## config.mk

```make
export PLATFORM = sky130hd
export DESIGN_NAME = slwg_top
export DESIGN_NICKNAME = d
export VERILOG_FILES = /design/src/slwg_pkg.sv /design/src/slwg_timing_if.sv /design/src/slwg_pwm_cell.sv /design/src/slwg_subframe_timer.sv /design/src/slwg_top.sv
export SDC_FILE = /design/constraint.sdc
export NUM_CORES = 1
export LEC_CHECK = 0
export ABC_CLOCK_PERIOD_IN_PS = 14900
export BUFFER_PORTS_ARGS = -buffer_cell sky130_fd_sc_hd__buf_2
export CAP_MARGIN = 20
export CORE_ASPECT_RATIO = 1.2
export CORE_MARGIN = 1.5
export CORE_UTILIZATION = 33
export DETAILED_ROUTE_END_ITERATION = 7
export GPL_TIMING_DRIVEN = 1
export HOLD_SLACK_MARGIN = 0.1
export PLACE_DENSITY_LB_ADDON = 0.05
export SETUP_SLACK_MARGIN = 0.5
export SLEW_MARGIN = 5
export SYNTH_ARGS = -nofsm -noshare
export SYNTH_HDL_FRONTEND = slang
export SYNTH_SLANG_ARGS = --single-unit
```

## constraint.sdc

```tcl
create_clock -name clk -period 14.9 [get_ports clk]
set_input_delay 1.49 -clock clk [delete_from_list [all_inputs] [get_ports clk]]
set_output_delay 1.49 -clock clk [all_outputs]
set_load 0.02 [all_outputs]
```

## src/slwg_pkg.sv

```systemverilog
// Constants, encodings and types of the segment LCD waveform generator.
// Assumes a single 25 MHz system clock that also serves as peripheral clock.
package slwg_pkg;

    // ==========================================================
    // Sizes and timing
    localparam int          SLWG_NSEG     = 61;
    localparam int          SLWG_NCOM     = 8;
    localparam int          SLWG_DIVW     = 16;
    localparam int          SLWG_LS_DIVW  = 8;
    localparam int          SLWG_CLK_HZ   = 25_000_000;
    localparam int          SLWG_LF_HZ    = 32_000;
    localparam logic [1:0]  SLWG_LAST_Q   = 2'h3;

    // ==========================================================
    // Drive mode and bias encodings
    localparam logic [1:0]  SLWG_OP_OFF   = 2'h0;
    localparam logic [1:0]  SLWG_OP_DC    = 2'h1;
    localparam logic [1:0]  SLWG_OP_PWM   = 2'h2;
    localparam logic [1:0]  SLWG_B_HALF   = 2'h0;
    localparam logic [1:0]  SLWG_B_THIRD  = 2'h1;
    localparam logic [1:0]  SLWG_B_QUART  = 2'h2;

    // ==========================================================
    // Drive levels, in steps of the drive voltage over B
    localparam logic [2:0]  SLWG_LVL_ZERO = 3'h0;
    localparam logic [2:0]  SLWG_LVL_SOFF = 3'h2;
    localparam logic [2:0]  SLWG_LVL_B2   = 3'h2;
    localparam logic [2:0]  SLWG_LVL_B3   = 3'h3;
    localparam logic [2:0]  SLWG_LVL_B4   = 3'h4;
    localparam logic [2:0]  SLWG_INACT_B2 = 3'h1;
    localparam logic [2:0]  SLWG_INACT_B3 = 3'h1;
    localparam logic [2:0]  SLWG_INACT_B4 = 3'h2;

    typedef enum logic {SLWG_IDLE, SLWG_RUN} slwg_state_t;

endpackage

```

## src/slwg_timing_if.sv

```systemverilog
// Sub-frame timing bundle between the generator and its sub-frame timer.
// Assumes both ends run on the same clock.
`timescale 1ns/10ps
interface slwg_timing_if;
    import slwg_pkg::*;
    logic                 tick;
    logic                 restart;
    logic [SLWG_DIVW-1:0] div;
    logic [1:0]           quarter;
    logic                 sf_end;

    modport timer (input tick, input restart, input div,
                   output quarter, output sf_end);
    modport user  (output tick, output restart, output div,
                   input quarter, input sf_end);
endinterface

```

## src/slwg_pwm_cell.sv

```systemverilog
// One output pin: PWM of a drive level against a shared phase count.
// Assumes phase counts 0..B-1 and level lies in 0..B.
`timescale 1ns/10ps
module slwg_pwm_cell (
    input wire logic       clk,
    input wire logic       arst_n,
    input wire logic [2:0] level,
    input wire logic [2:0] phase,
    output logic           pin
);
    // Level 0 stays low and level B stays high, so logic levels never pulse
    always_ff @(posedge clk or negedge arst_n) begin
        if (!arst_n) begin
            pin <= 1'b0;
        end else begin
            pin <= level > phase;
        end
    end
endmodule

```

## src/slwg_subframe_timer.sv

```systemverilog
// Sub-frame timer: four quarters of C+1 ticks each.
// Assumes tick is a one-cycle enable and div is stable within a frame.
`timescale 1ns/10ps
module slwg_subframe_timer
    import slwg_pkg::*;
(
    input wire logic clk,
    input wire logic arst_n,
    slwg_timing_if.timer tif
);
    logic [SLWG_DIVW-1:0] cnt;
    logic [1:0]           quarter;

    // ==========================================================
    // Quarter counter
    always_ff @(posedge clk or negedge arst_n) begin
        if (!arst_n) begin
            cnt     <= '0;
            quarter <= 2'h0;
        end else if (tif.restart) begin
            cnt     <= '0;
            quarter <= 2'h0;
        end else if (tif.tick) begin
            if (cnt == tif.div) begin
                cnt     <= '0;
                quarter <= quarter + 2'h1;
            end else begin
                cnt <= cnt + {{(SLWG_DIVW-1){1'b0}}, 1'b1};
            end
        end
    end

    assign tif.quarter = quarter;
    assign tif.sf_end  = tif.tick && !tif.restart && cnt == tif.div &&
                         quarter == SLWG_LAST_Q;
endmodule

```

## src/slwg_top.sv

```systemverilog
// Segment LCD waveform generator: frames, sub-frames and pin levels.
// Assumes config and display data come from logic on clk; low_freq_clock
// is an asynchronous pin; clk itself serves as the peripheral clock.
`timescale 1ns/10ps
module slwg_top
    import slwg_pkg::*;
#(
    parameter int NSEG = SLWG_NSEG,
    parameter int NCOM = SLWG_NCOM
)(
    input wire logic                       clk,
    input wire logic                       arst_n,
    input wire logic                       low_freq_clock,
    input wire logic                       hs_mode,
    input wire logic [1:0]                 op_mode,
    input wire logic [1:0]                 bias_sel,
    input wire logic                       type_b,
    input wire logic [2:0]                 com_num_m1,
    input wire logic [SLWG_DIVW-1:0]       sub_div,
    input wire logic [NCOM-1:0][NSEG-1:0]  seg_data,
    output logic [NCOM-1:0]                com_out,
    output logic [NSEG-1:0]                seg_out,
    output logic                           running,
    output logic                           cfg_reject,
    output logic [3:0]                     cur_subframe
);
    // ==========================================================
    // Declarations
    slwg_state_t                 state;
    slwg_state_t                 next_state;
    logic [2:0]                  lf_sync;
    logic                        tick;
    logic                        cfg_ok;
    logic                        load_cfg;
    logic                        frame_end;
    logic [1:0]                  c_op;
    logic [1:0]                  c_bias;
    logic                        c_type_b;
    logic [2:0]                  c_m1;
    logic [SLWG_DIVW-1:0]        c_div;
    logic                        c_hs;
    logic [NCOM-1:0][NSEG-1:0]   data_lat;
    logic [3:0]                  sf;
    logic [3:0]                  sf_last;
    logic                        second_half;
    logic [2:0]                  addr;
    logic                        pol_pos;
    logic [2:0]                  b_val;
    logic [2:0]                  inact_lvl;
    logic [2:0]                  phase;
    logic                        run;
    logic [NCOM-1:0]             active_vec;
    logic [2:0]                  com_lvl [NCOM];
    logic [2:0]                  seg_lvl [NSEG];
    logic                        seg_not_logic;

    slwg_timing_if tif ();

    // ==========================================================
    // Tick source
    // Low-speed ticks are rising edges of the synchronised low clock
    always_ff @(posedge clk or negedge arst_n) begin
        if (!arst_n) begin
            lf_sync <= 3'h0;
        end else begin
            lf_sync <= {lf_sync[1:0], low_freq_clock};
        end
    end

    assign tick = c_hs ? 1'b1 : (lf_sync[1] && !lf_sync[2]);

    // ==========================================================
    // Configuration check and frame-boundary loading
    always_comb begin
        cfg_ok = 1'b1;
        if (op_mode == SLWG_OP_OFF || op_mode == 2'h3) begin
            cfg_ok = 1'b0;
        end else if (op_mode == SLWG_OP_PWM) begin
            if (bias_sel == 2'h3) begin
                cfg_ok = 1'b0;
            end else if (bias_sel == SLWG_B_QUART && !hs_mode) begin
                cfg_ok = 1'b0;
            end
        end
    end

    assign run       = state == SLWG_RUN;
    assign frame_end = run && tif.sf_end && sf == sf_last;
    assign load_cfg  = !run || frame_end;

    always_comb begin
        next_state = state;
        case (state)
            SLWG_IDLE: begin
                if (cfg_ok) begin
                    next_state = SLWG_RUN;
                end
            end
            SLWG_RUN: begin
                if (frame_end && !cfg_ok) begin
                    next_state = SLWG_IDLE;
                end
            end
            default: next_state = SLWG_IDLE;
        endcase
    end

    always_ff @(posedge clk or negedge arst_n) begin
        if (!arst_n) begin
            state <= SLWG_IDLE;
        end else begin
            state <= next_state;
        end
    end

    always_ff @(posedge clk or negedge arst_n) begin
        if (!arst_n) begin
            c_op     <= SLWG_OP_OFF;
            c_bias   <= SLWG_B_THIRD;
            c_type_b <= 1'b0;
            c_m1     <= 3'h0;
            c_div    <= '0;
            c_hs     <= 1'b0;
            data_lat <= '0;
        end else if (load_cfg) begin
            // Latching data per frame keeps every segment DC balanced
            c_op     <= op_mode;
            c_bias   <= bias_sel;
            c_type_b <= type_b;
            c_m1     <= com_num_m1;
            c_hs     <= hs_mode;
            c_div    <= hs_mode ? sub_div :
                        {{(SLWG_DIVW-SLWG_LS_DIVW){1'b0}},
                         sub_div[SLWG_LS_DIVW-1:0]};
            data_lat <= seg_data;
        end
    end

    always_ff @(posedge clk or negedge arst_n) begin
        if (!arst_n) begin
            cfg_reject <= 1'b0;
        end else begin
            cfg_reject <= op_mode != SLWG_OP_OFF && !cfg_ok;
        end
    end

    // ==========================================================
    // Sub-frame sequencing
    assign tif.tick    = tick;
    assign tif.restart = !run;
    assign tif.div     = c_div;

    slwg_subframe_timer u_timer (
        .clk    (clk),
        .arst_n (arst_n),
        .tif    (tif)
    );

    // Type A ends at M-1, Type B at 2M-1
    assign sf_last = c_type_b ? {c_m1, 1'b1} : {1'b0, c_m1};

    always_ff @(posedge clk or negedge arst_n) begin
        if (!arst_n) begin
            sf <= 4'h0;
        end else if (!run || frame_end) begin
            sf <= 4'h0;
        end else if (tif.sf_end) begin
            sf <= sf + 4'h1;
        end
    end

    assign second_half = c_type_b && (sf > {1'b0, c_m1});
    assign addr = second_half ? 3'(sf - {1'b0, c_m1} - 4'h1)
                              : sf[2:0];
    // Type A flips within each sub-frame, Type B between frame halves
    assign pol_pos = c_type_b ? !second_half : !tif.quarter[1];

    // ==========================================================
    // Bias levels and PWM phase
    always_comb begin
        case (c_bias)
            SLWG_B_HALF: begin
                b_val     = SLWG_LVL_B2;
                inact_lvl = SLWG_INACT_B2;
            end
            SLWG_B_QUART: begin
                b_val     = SLWG_LVL_B4;
                inact_lvl = SLWG_INACT_B4;
            end
            default: begin
                b_val     = SLWG_LVL_B3;
                inact_lvl = SLWG_INACT_B3;
            end
        endcase
    end

    always_ff @(posedge clk or negedge arst_n) begin
        if (!arst_n) begin
            phase <= 3'h0;
        end else if (!run) begin
            phase <= 3'h0;
        end else if (tick) begin
            phase <= (phase >= b_val - 3'h1) ? 3'h0 : phase + 3'h1;
        end
    end

    // ==========================================================
    // Common levels
    always_comb begin
        for (int j = 0; j < NCOM; j++) begin
            active_vec[j] = run && (3'(j) <= c_m1) && addr == 3'(j);
            com_lvl[j]    = SLWG_LVL_ZERO;
            if (run && 3'(j) <= c_m1) begin
                if (c_op == SLWG_OP_DC) begin
                    if (active_vec[j]) begin
                        com_lvl[j] = pol_pos ? b_val : SLWG_LVL_ZERO;
                    end else begin
                        // Double rate toggle in inactive sub-frames
                        com_lvl[j] = tif.quarter[0] ? SLWG_LVL_ZERO
                                                    : b_val;
                    end
                end else begin
                    com_lvl[j] = active_vec[j] ? b_val : inact_lvl;
                    if (!pol_pos) begin
                        com_lvl[j] = b_val - com_lvl[j];
                    end
                end
            end
        end
    end

    // ==========================================================
    // Segment levels
    always_comb begin
        seg_not_logic = 1'b0;
        for (int k = 0; k < NSEG; k++) begin
            seg_lvl[k] = SLWG_LVL_ZERO;
            if (run) begin
                // On segments oppose the active common, off ones follow it
                if (data_lat[addr][k]) begin
                    seg_lvl[k] = SLWG_LVL_ZERO;
                end else if (c_op == SLWG_OP_DC) begin
                    seg_lvl[k] = b_val;
                end else begin
                    seg_lvl[k] = SLWG_LVL_SOFF;
                end
                if (!pol_pos) begin
                    seg_lvl[k] = b_val - seg_lvl[k];
                end
            end
            if (seg_lvl[k] != SLWG_LVL_ZERO && seg_lvl[k] != b_val) begin
                seg_not_logic = 1'b1;
            end
        end
    end

    // ==========================================================
    // Pin drivers
    for (genvar j = 0; j < NCOM; j++) begin : g_com
        slwg_pwm_cell u_cell (
            .clk    (clk),
            .arst_n (arst_n),
            .level  (com_lvl[j]),
            .phase  (phase),
            .pin    (com_out[j])
        );
    end

    for (genvar k = 0; k < NSEG; k++) begin : g_seg
        slwg_pwm_cell u_cell (
            .clk    (clk),
            .arst_n (arst_n),
            .level  (seg_lvl[k]),
            .phase  (phase),
            .pin    (seg_out[k])
        );
    end

    assign running      = run;
    assign cur_subframe = sf;
endmodule
```

After elaboration in Yosys (flattened, before gate mapping)
Index checks and enable logic that the tools add are counted.
- add/subtract/negate cells: 76
- $lt $le $gt $ge: 80
- eq/ne operators: 18
- mux-type cells: 314
- bitwise operators: 1
- reduce and logical (&&, ||, !) cells: 40
- operators with widths (kind ; count):
    $mux W3 ; 291
    $sub A3 B3 Y3 ; 70
    $gt A3 B3 Y1 ; 69
    $bmux W61 S3 ; 1
    $mux W16 ; 4
    $mux W61 ; 1
    $logic_and A1 B1 Y1 ; 26
    $add A16 B1 Y16 const B ; 1
    $eq A16 B16 Y1 ; 1
    $eq A2 B2 Y1 const B ; 6
    $eq A3 B3 Y1 const B ; 4
    $le A3 B3 Y1 const A ; 4
    $mux W4 ; 3
    $mux W1 ; 8
    $mux W2 ; 4
    $eq A3 B2 Y1 const B ; 2
    $le A1 B3 Y1 const A ; 2
    $le A2 B3 Y1 const A ; 2
    $logic_not A1 Y1 ; 6
    $pmux W3 S2 ; 1
    $sub A3 B1 Y3 const B ; 2
    $add A4 B1 Y4 const B ; 1
    $eq A4 B4 Y1 ; 1
    $gt A4 B3 Y1 ; 1
    other kinds (14) ; 18
- register bits: 612
- output and inout bits: 75

Depth between registers and ports, before layout
- depth after elaboration: 11
- mapped depth: 20
- mapped depth without buffers: 18

Cells and area by module
Synthesis repeated with hierarchy kept, for this count alone.
- cells, all modules: 3973
- area total of the unflattened synthesis: 44843.0 um2
- modules (own cells, without submodules) (module ; instances ; cells each ; area each (um2) ; sequential area each (um2)):
    slwg_top ; 1 ; 3103 ; 37011.7 ; 13138.9
    slwg_pwm_cell ; 69 ; 11 ; 97.6 ; 25.0
    slwg_subframe_timer ; 1 ; 111 ; 1097.3 ; 450.4

Worst setup path before layout
OpenSTA, ideal clock, no wires.
- path type: reg2reg
- start point: register c_bias[0]
- end point: register g_com[4].u_cell.pin
- arrival time: 5.918 ns
- data required time: 14.772 ns
- setup slack: 8.855 ns
- cell stages (with the launch flop): 14
- period minus slack after synthesis: 6.045 ns
- cell sequence: dfstp_2 clkbuf_1 nor2b_1 inv_2 clkbuf_1 xnor2_1 fa_1 o2bb2ai_1 a22oi_1 nor2_1 ha_1 a21o_1 a21oi_1 a31oi_1
- cells in the longest elaborated chain, start to end: 8
- elaborated cells on any way between the ends: 13
- RTL lines (item ; line ; RTL):
    from (decl) ; slwg_top.sv:37 ; logic [1:0] c_bias;
    from (signal assigned) ; slwg_top.sv:128 ; c_bias <= bias_sel;
    $eq A2 B2 Y1 / $logic_not A2 Y1 (equally long branches) ; slwg_top.sv:181 ; case (c_bias)
    $pmux W3 S2 / $mux W2 (equally long branches) ; slwg_top.sv:181 ;
    $mux W3 ; slwg_top.sv:223 ; com_lvl[j] = active_vec[j] ? b_val : inact_lvl;
    $sub A3 B3 Y3 ; slwg_top.sv:225 ; com_lvl[j] = b_val - com_lvl[j];
    $mux W3 ; slwg_top.sv:224 ; if (!pol_pos) begin
    $mux W3 (*) ; slwg_top.sv:214 ; if (c_op == SLWG_OP_DC) begin
    $mux W3 (*) ; slwg_top.sv:213 ; if (run && 3'(j) <= c_m1) begin
    $gt A3 B3 Y1 (*) ; slwg_pwm_cell.sv:16 ; pin <= level > phase;
    to (signal assigned) ; slwg_pwm_cell.sv:16 ;
    to (decl) ; slwg_pwm_cell.sv:9 ; output logic pin
Every way passes the cells marked *; elsewhere a longest branch is shown, timed or not.
A chain may end at the register's enable or synchronous reset.

Worst setup path after layout
- start point: register c_m1[2]
- end point: register g_seg[55].u_cell.pin
- cells in the longest elaborated chain, start to end: 11
- elaborated cells on any way between the ends: 15
- RTL lines (item ; line ; RTL):
    from (decl) ; slwg_top.sv:39 ; logic [2:0] c_m1;
    from (signal assigned) ; slwg_top.sv:130 ; c_m1 <= com_num_m1;
    $sub A3 B3 Y3 / $gt A4 B3 Y1 (equally long branches) ; slwg_top.sv:173, slwg_top.sv:172 ;
    $sub A3 B1 Y3 / $logic_and A1 B1 Y1 (equally long branches) ; slwg_top.sv:173, slwg_top.sv:172 ;
    $mux W3 ; slwg_top.sv:173 ; assign addr = second_half ? 3'(sf - {1'b0, c_m1} - 4'h1)
    $bmux W61 S3 ; slwg_top.sv:240 ; if (data_lat[addr][k]) begin
    $mux W61 ; - ;
    $mux W3 ; slwg_top.sv:240 ;
    $mux W3 ; slwg_top.sv:238 ; if (run) begin
    $sub A3 B3 Y3 ; slwg_top.sv:248 ; seg_lvl[k] = b_val - seg_lvl[k];
    $mux W3 (*) ; slwg_top.sv:247 ; if (!pol_pos) begin
    $mux W3 (*) ; slwg_top.sv:238 ;
    $gt A3 B3 Y1 (*) ; slwg_pwm_cell.sv:16 ;
    to (signal assigned) ; slwg_pwm_cell.sv:16 ;
    to (decl) ; slwg_pwm_cell.sv:9 ;
Every way passes the cells marked *; elsewhere a longest branch is shown, timed or not. The select of a mux whose other input is x is not followed.

==> PnR_summary.wiki <==
{| class="wikitable"
! Metric !! Value
|-
| I/O Pins || 591
|-
| Top cell type by total area after synthesis || dfrtp_1
|-
| Die Span Y || 407.3 um
|-
| First-pass GRT wire length || 263,400 um
|-
| Synthesis warning total || 0
|-
| Worst setup path class || flop to flop
|-
| Transition time at the pin with the least slew margin || 1.211 ns
|-
| Clock tree sinks || 612
|-
| Final std cells w/o fill || 6,182
|-
| Worst setup startpoint || c_m1[2]$_DFFE_PN0N_
|-
| Clock network latency to the later pin of the worst-skew pair || 0.70 ns
|-
| Final net count || 5,177
|-
| Portion of synthesized cell area occupied by the leading cell type || 0.3402
|-
| Routed vias || 35,010
|-
| Number of placed cells counting well taps || 6,021
|-
| R2R Path End || g_seg[55].u_cell.pin$_DFF_PN0_
|-
| Unrepaired setup endpoints after global routing || no
|-
| Weighted congestion at the end of routability-driven global placement || 0.8132
|-
| Antenna violations before repair || 106
|-
| Depth of the worst register-to-register path || 15
|-
| Number of flops mapped to enable cells by yosys || 0
|-
| Worst hold path stage count || 0
|-
| Final sum of negative setup slack || 0 ns
|-
| Ratio of routed vias to standard cells || 5.663
|-
| Flop-to-flop setup slack || 7.92 ns
|-
| Fraction of registers with async set/reset || 1.000
|-
| Startpoint of the lowest-slack hold path || lf_sync[0]$_DFF_PN0_
|-
| Maximum number of pins on one net before global-route repair || 167
|-
| Endpoints failing hold || 0
|-
| Number of levels in the clock H-tree || 3
|-
| Syn Std Cell Area || 0.04494 mm2
|-
| Crit. End Element || flop
|-
| Clock Tree Buf Depth || 3
|-
| Seq/Total Area, Yosys || 0.3408
|-
| Buffers added on ports || 590
|-
| Count of filler cells inserted in the layout || 13,390
|-
| R2r startpoint || c_m1[2]$_DFFE_PN0N_
|-
| Average wire per cell in the routed design || 29.30 um
|-
| Number of DRC violations after detailed routing || 0
|-
| Cell Pwr Density || 95.37 mW/mm2
|-
| Sum of routed wire length over all layers || 181,100 um
|-
| Die X || 339.9 um
|-
| Number of global-route vias before repair || 34,850
|-
| Congestion Overflow GR || 0
|-
| Cell-by-cell listing of the critical path || inv_1 -> ha_1 -> a211o_1 -> o211ai_1 -> buf_4 -> buf_4 -> mux2i_1 -> mux2i_1 -> or2_2 -> fa_1 -> or4_1 -> o311ai_1 -> ha_1 -> a21oi_1 -> a31oi_1
|-
| Effective utilization at floorplan || 0.3320
|-
| Number of maximum-capacitance constraint violations || 0
|-
| Combined global-route utilization of all metal layers || 0.2601
|-
| Post-layout total power || 4.926 mW
|-
| Number of detailed-routing iterations run before antenna repair || 7
|-
| Maximum frequency from static timing analysis || 143.4 MHz
|-
| Std-Cell Core Area || 0.1354 mm2
|-
| Main synth FF type || dfrtp_1
|-
| Clock input transition at the sequential cells of the worst setup and hold paths || 0.06 ns
|-
| Worst Path Required || 15.45 ns
|-
| Hold_buf cts || 0
|-
| Final setup violation count || 0
|-
| Clock tree from TritonCTS || yes
|-
| Net Count, Synth || 4,810
|-
| Master cell of the clock root buffer || clkbuf_16
|-
| Count of distinct cell types in the synthesized netlist || 69
|-
| Ratio of cells with drive above 1 in the final layout || 0.3712
|-
| CTS Buf Count || 78
|-
| Leakage Power || 24.88 nW
|-
| Site Rows || 148
|-
| Period Utilization, post-route || 0.4682
|-
| DRT antenna net count || 0
|-
| Worst path bufs/invs || 3
|-
| Dominant delay contributor by cell family on the critical path || buffers and inverters
|-
| Max Slew Vio Count || 0
|-
| Seq cells post-synth || 612
|-
| Peak supply drop || 0.00007142 V
|-
| Shortest period the worst path allows || 6.976 ns
|-
| Synthesized area divided by synthesized cell count || 11.42 um2
|-
| Endpoint, Worst Hold || lf_sync[1]$_DFF_PN0_
|-
| Critical Path AT || 7.52 ns
|-
| Clock tree skew after final layout || 0.03463 ns
|-
| Most instantiated library cell after synthesis || dfrtp_1
|-
| Area contributors post-synth || dfrtp_1 34%, mux2_2 12%, mux4_2 12%
|-
| Violation count after the first detailed-routing iteration || 2,428
|-
| Path type of the worst min-delay path || flop to flop
|-
| Slew headroom || 0.1696
|-
| Area growth from synthesis to final layout || 14.93%
|-
| Number of gates resized after CTS || 0
|-
| Result of the run || finished, final reports clean
|-
| CP Max Fanout || 37
|-
| Setup bufs post-CTS || 0
|-
| Crit-path slowest cell || mux2i_1
|-
| Mapped Cells || 3,935
|-
| Largest stage delay on the critical path || 1.06 ns
|-
| Die area || 0.1384 mm2
|-
| Estimated wirelength of the detail-placed design || 128,400 um
|-
| Most used standard cells in the synthesized netlist || 611 x dfrtp_1, 496 x mux2_2, 289 x ha_1
|-
| Critical path launch point type || flop
|}
[kinds of logic after synthesis]
kind of cell	after synthesis	share of synthesized area
DFF	612	0.3408
adders and majority gates	359	0.1116
buffers and inverters	543	0.05793
AOI/OAI and AO/OA	595	0.09226
xor gates and xnor gates	72	0.01403
other	1	0.00008344
muxes	952	0.2951
and+or+nand+nor	801	0.08817
[area by class of cell]
type | instances | area [um2] | share of cell area
multi-input cells | 2780 | 27170 | 0.5260
flip-flops and latches | 612 | 15330 | 0.2968
repair buffers | 662 | 3578 | 0.06928
well taps | 1800 | 2252 | 0.04360
clock buffers | 104 | 2160 | 0.04181
inverters | 168 | 644.4 | 0.01248
clock inverters | 35 | 466.7 | 0.009035
diodes | 21 | 52.55 | 0.001017
[routing by layer]
layer  track usage  up-vias  routed length [um]
met4       0.05219      106                3311
met3       0.06474      289               12490
met5             0        -                 672
li1              -    15480                   -
met1        0.3731    18080               84340
met2        0.3956     1052               80330
[state kept, by name, summed over array words and instances (netlist names)]
name	count
u_timer.tif.quarter	2
lf_sync	3
c_div	16
g_com.u_cell.pin	8
c_hs	1
c_type_b	1
c_m1	3
c_bias	2
g_seg.u_cell.pin	61
u_timer.cnt	16
cfg_reject	1
phase	3
running	1
cur_subframe	4
data_lat	488
c_op	2
[report_power, final]
part	total [mW]	internal (mW)	leakage, nW	switching (mW)
registers	1.89	1.77	8.27	0.113
clock network	1.97	1.14	1.26	0.834
logic	1.07	0.404	15.3	0.666
total	4.93	3.31	24.9	1.61
[through the flow]
stage | worst slack (ns) | utilization | area (um2) | hold WS [ns]
floorplan | 8.855 | - | 44940 | 0.3312
global placement | 8.060 | 0.3617 | 48960 | 0.3436
detailed placement | 8.078 | 0.3617 | 48970 | 0.3583
CTS | 8.060 | 0.3811 | 51590 | 0.3715
global route | 7.711 | 0.3813 | 51620 | 0.3752
finish | 7.924 | 0.3816 | 51650 | 0.3685
[worst max-delay path by stage]
| stage | endpoint | slack, ns | depth (start not counted) |
|---|---|---|---|
| after floorplan | g_com[4].u_cell.pin$_DFF_PN0_ | 8.85 | 13 |
| after global routing | g_seg[48].u_cell.pin$_DFF_PN0_ | 7.71 | 19 |
| after CTS | g_seg[55].u_cell.pin$_DFF_PN0_ | 8.06 | 14 |
| after detailed placement | g_seg[55].u_cell.pin$_DFF_PN0_ | 8.08 | 14 |
| after global placement | g_seg[33].u_cell.pin$_DFF_PN0_ | 8.06 | 15 |
| final | g_seg[55].u_cell.pin$_DFF_PN0_ | 7.92 | 15 |
[placed cells by master, fill, tap and decap left out, drive strengths merged, types with 10 or more instances in the layout]
cell type  Yosys  final
o2111a        21     21
a221oi        60     60
o22ai         15     15
inv          168    171
nor4          19     19
xor2          26     26
o311ai        27     27
a31oi         71     71
nand3         47     47
buf          221    662
a21o          76     76
o21ai         83     83
a211o         63     63
mux2         514    514
xnor2         46     46
nand4         14     14
mux2i        194    194
a21oi        124    124
clkinv         0     19
nor2         272    272
nand2        138    138
clkbuf       154    104
nor3         134    134
or2           51     51
nand4b        52     52
diode          0     21
dfrtp        611    611
fa            70     70
mux4         244    244
ha           289    289
or4           27     27
and3          10     10
(Power assumes the default switching activity.)
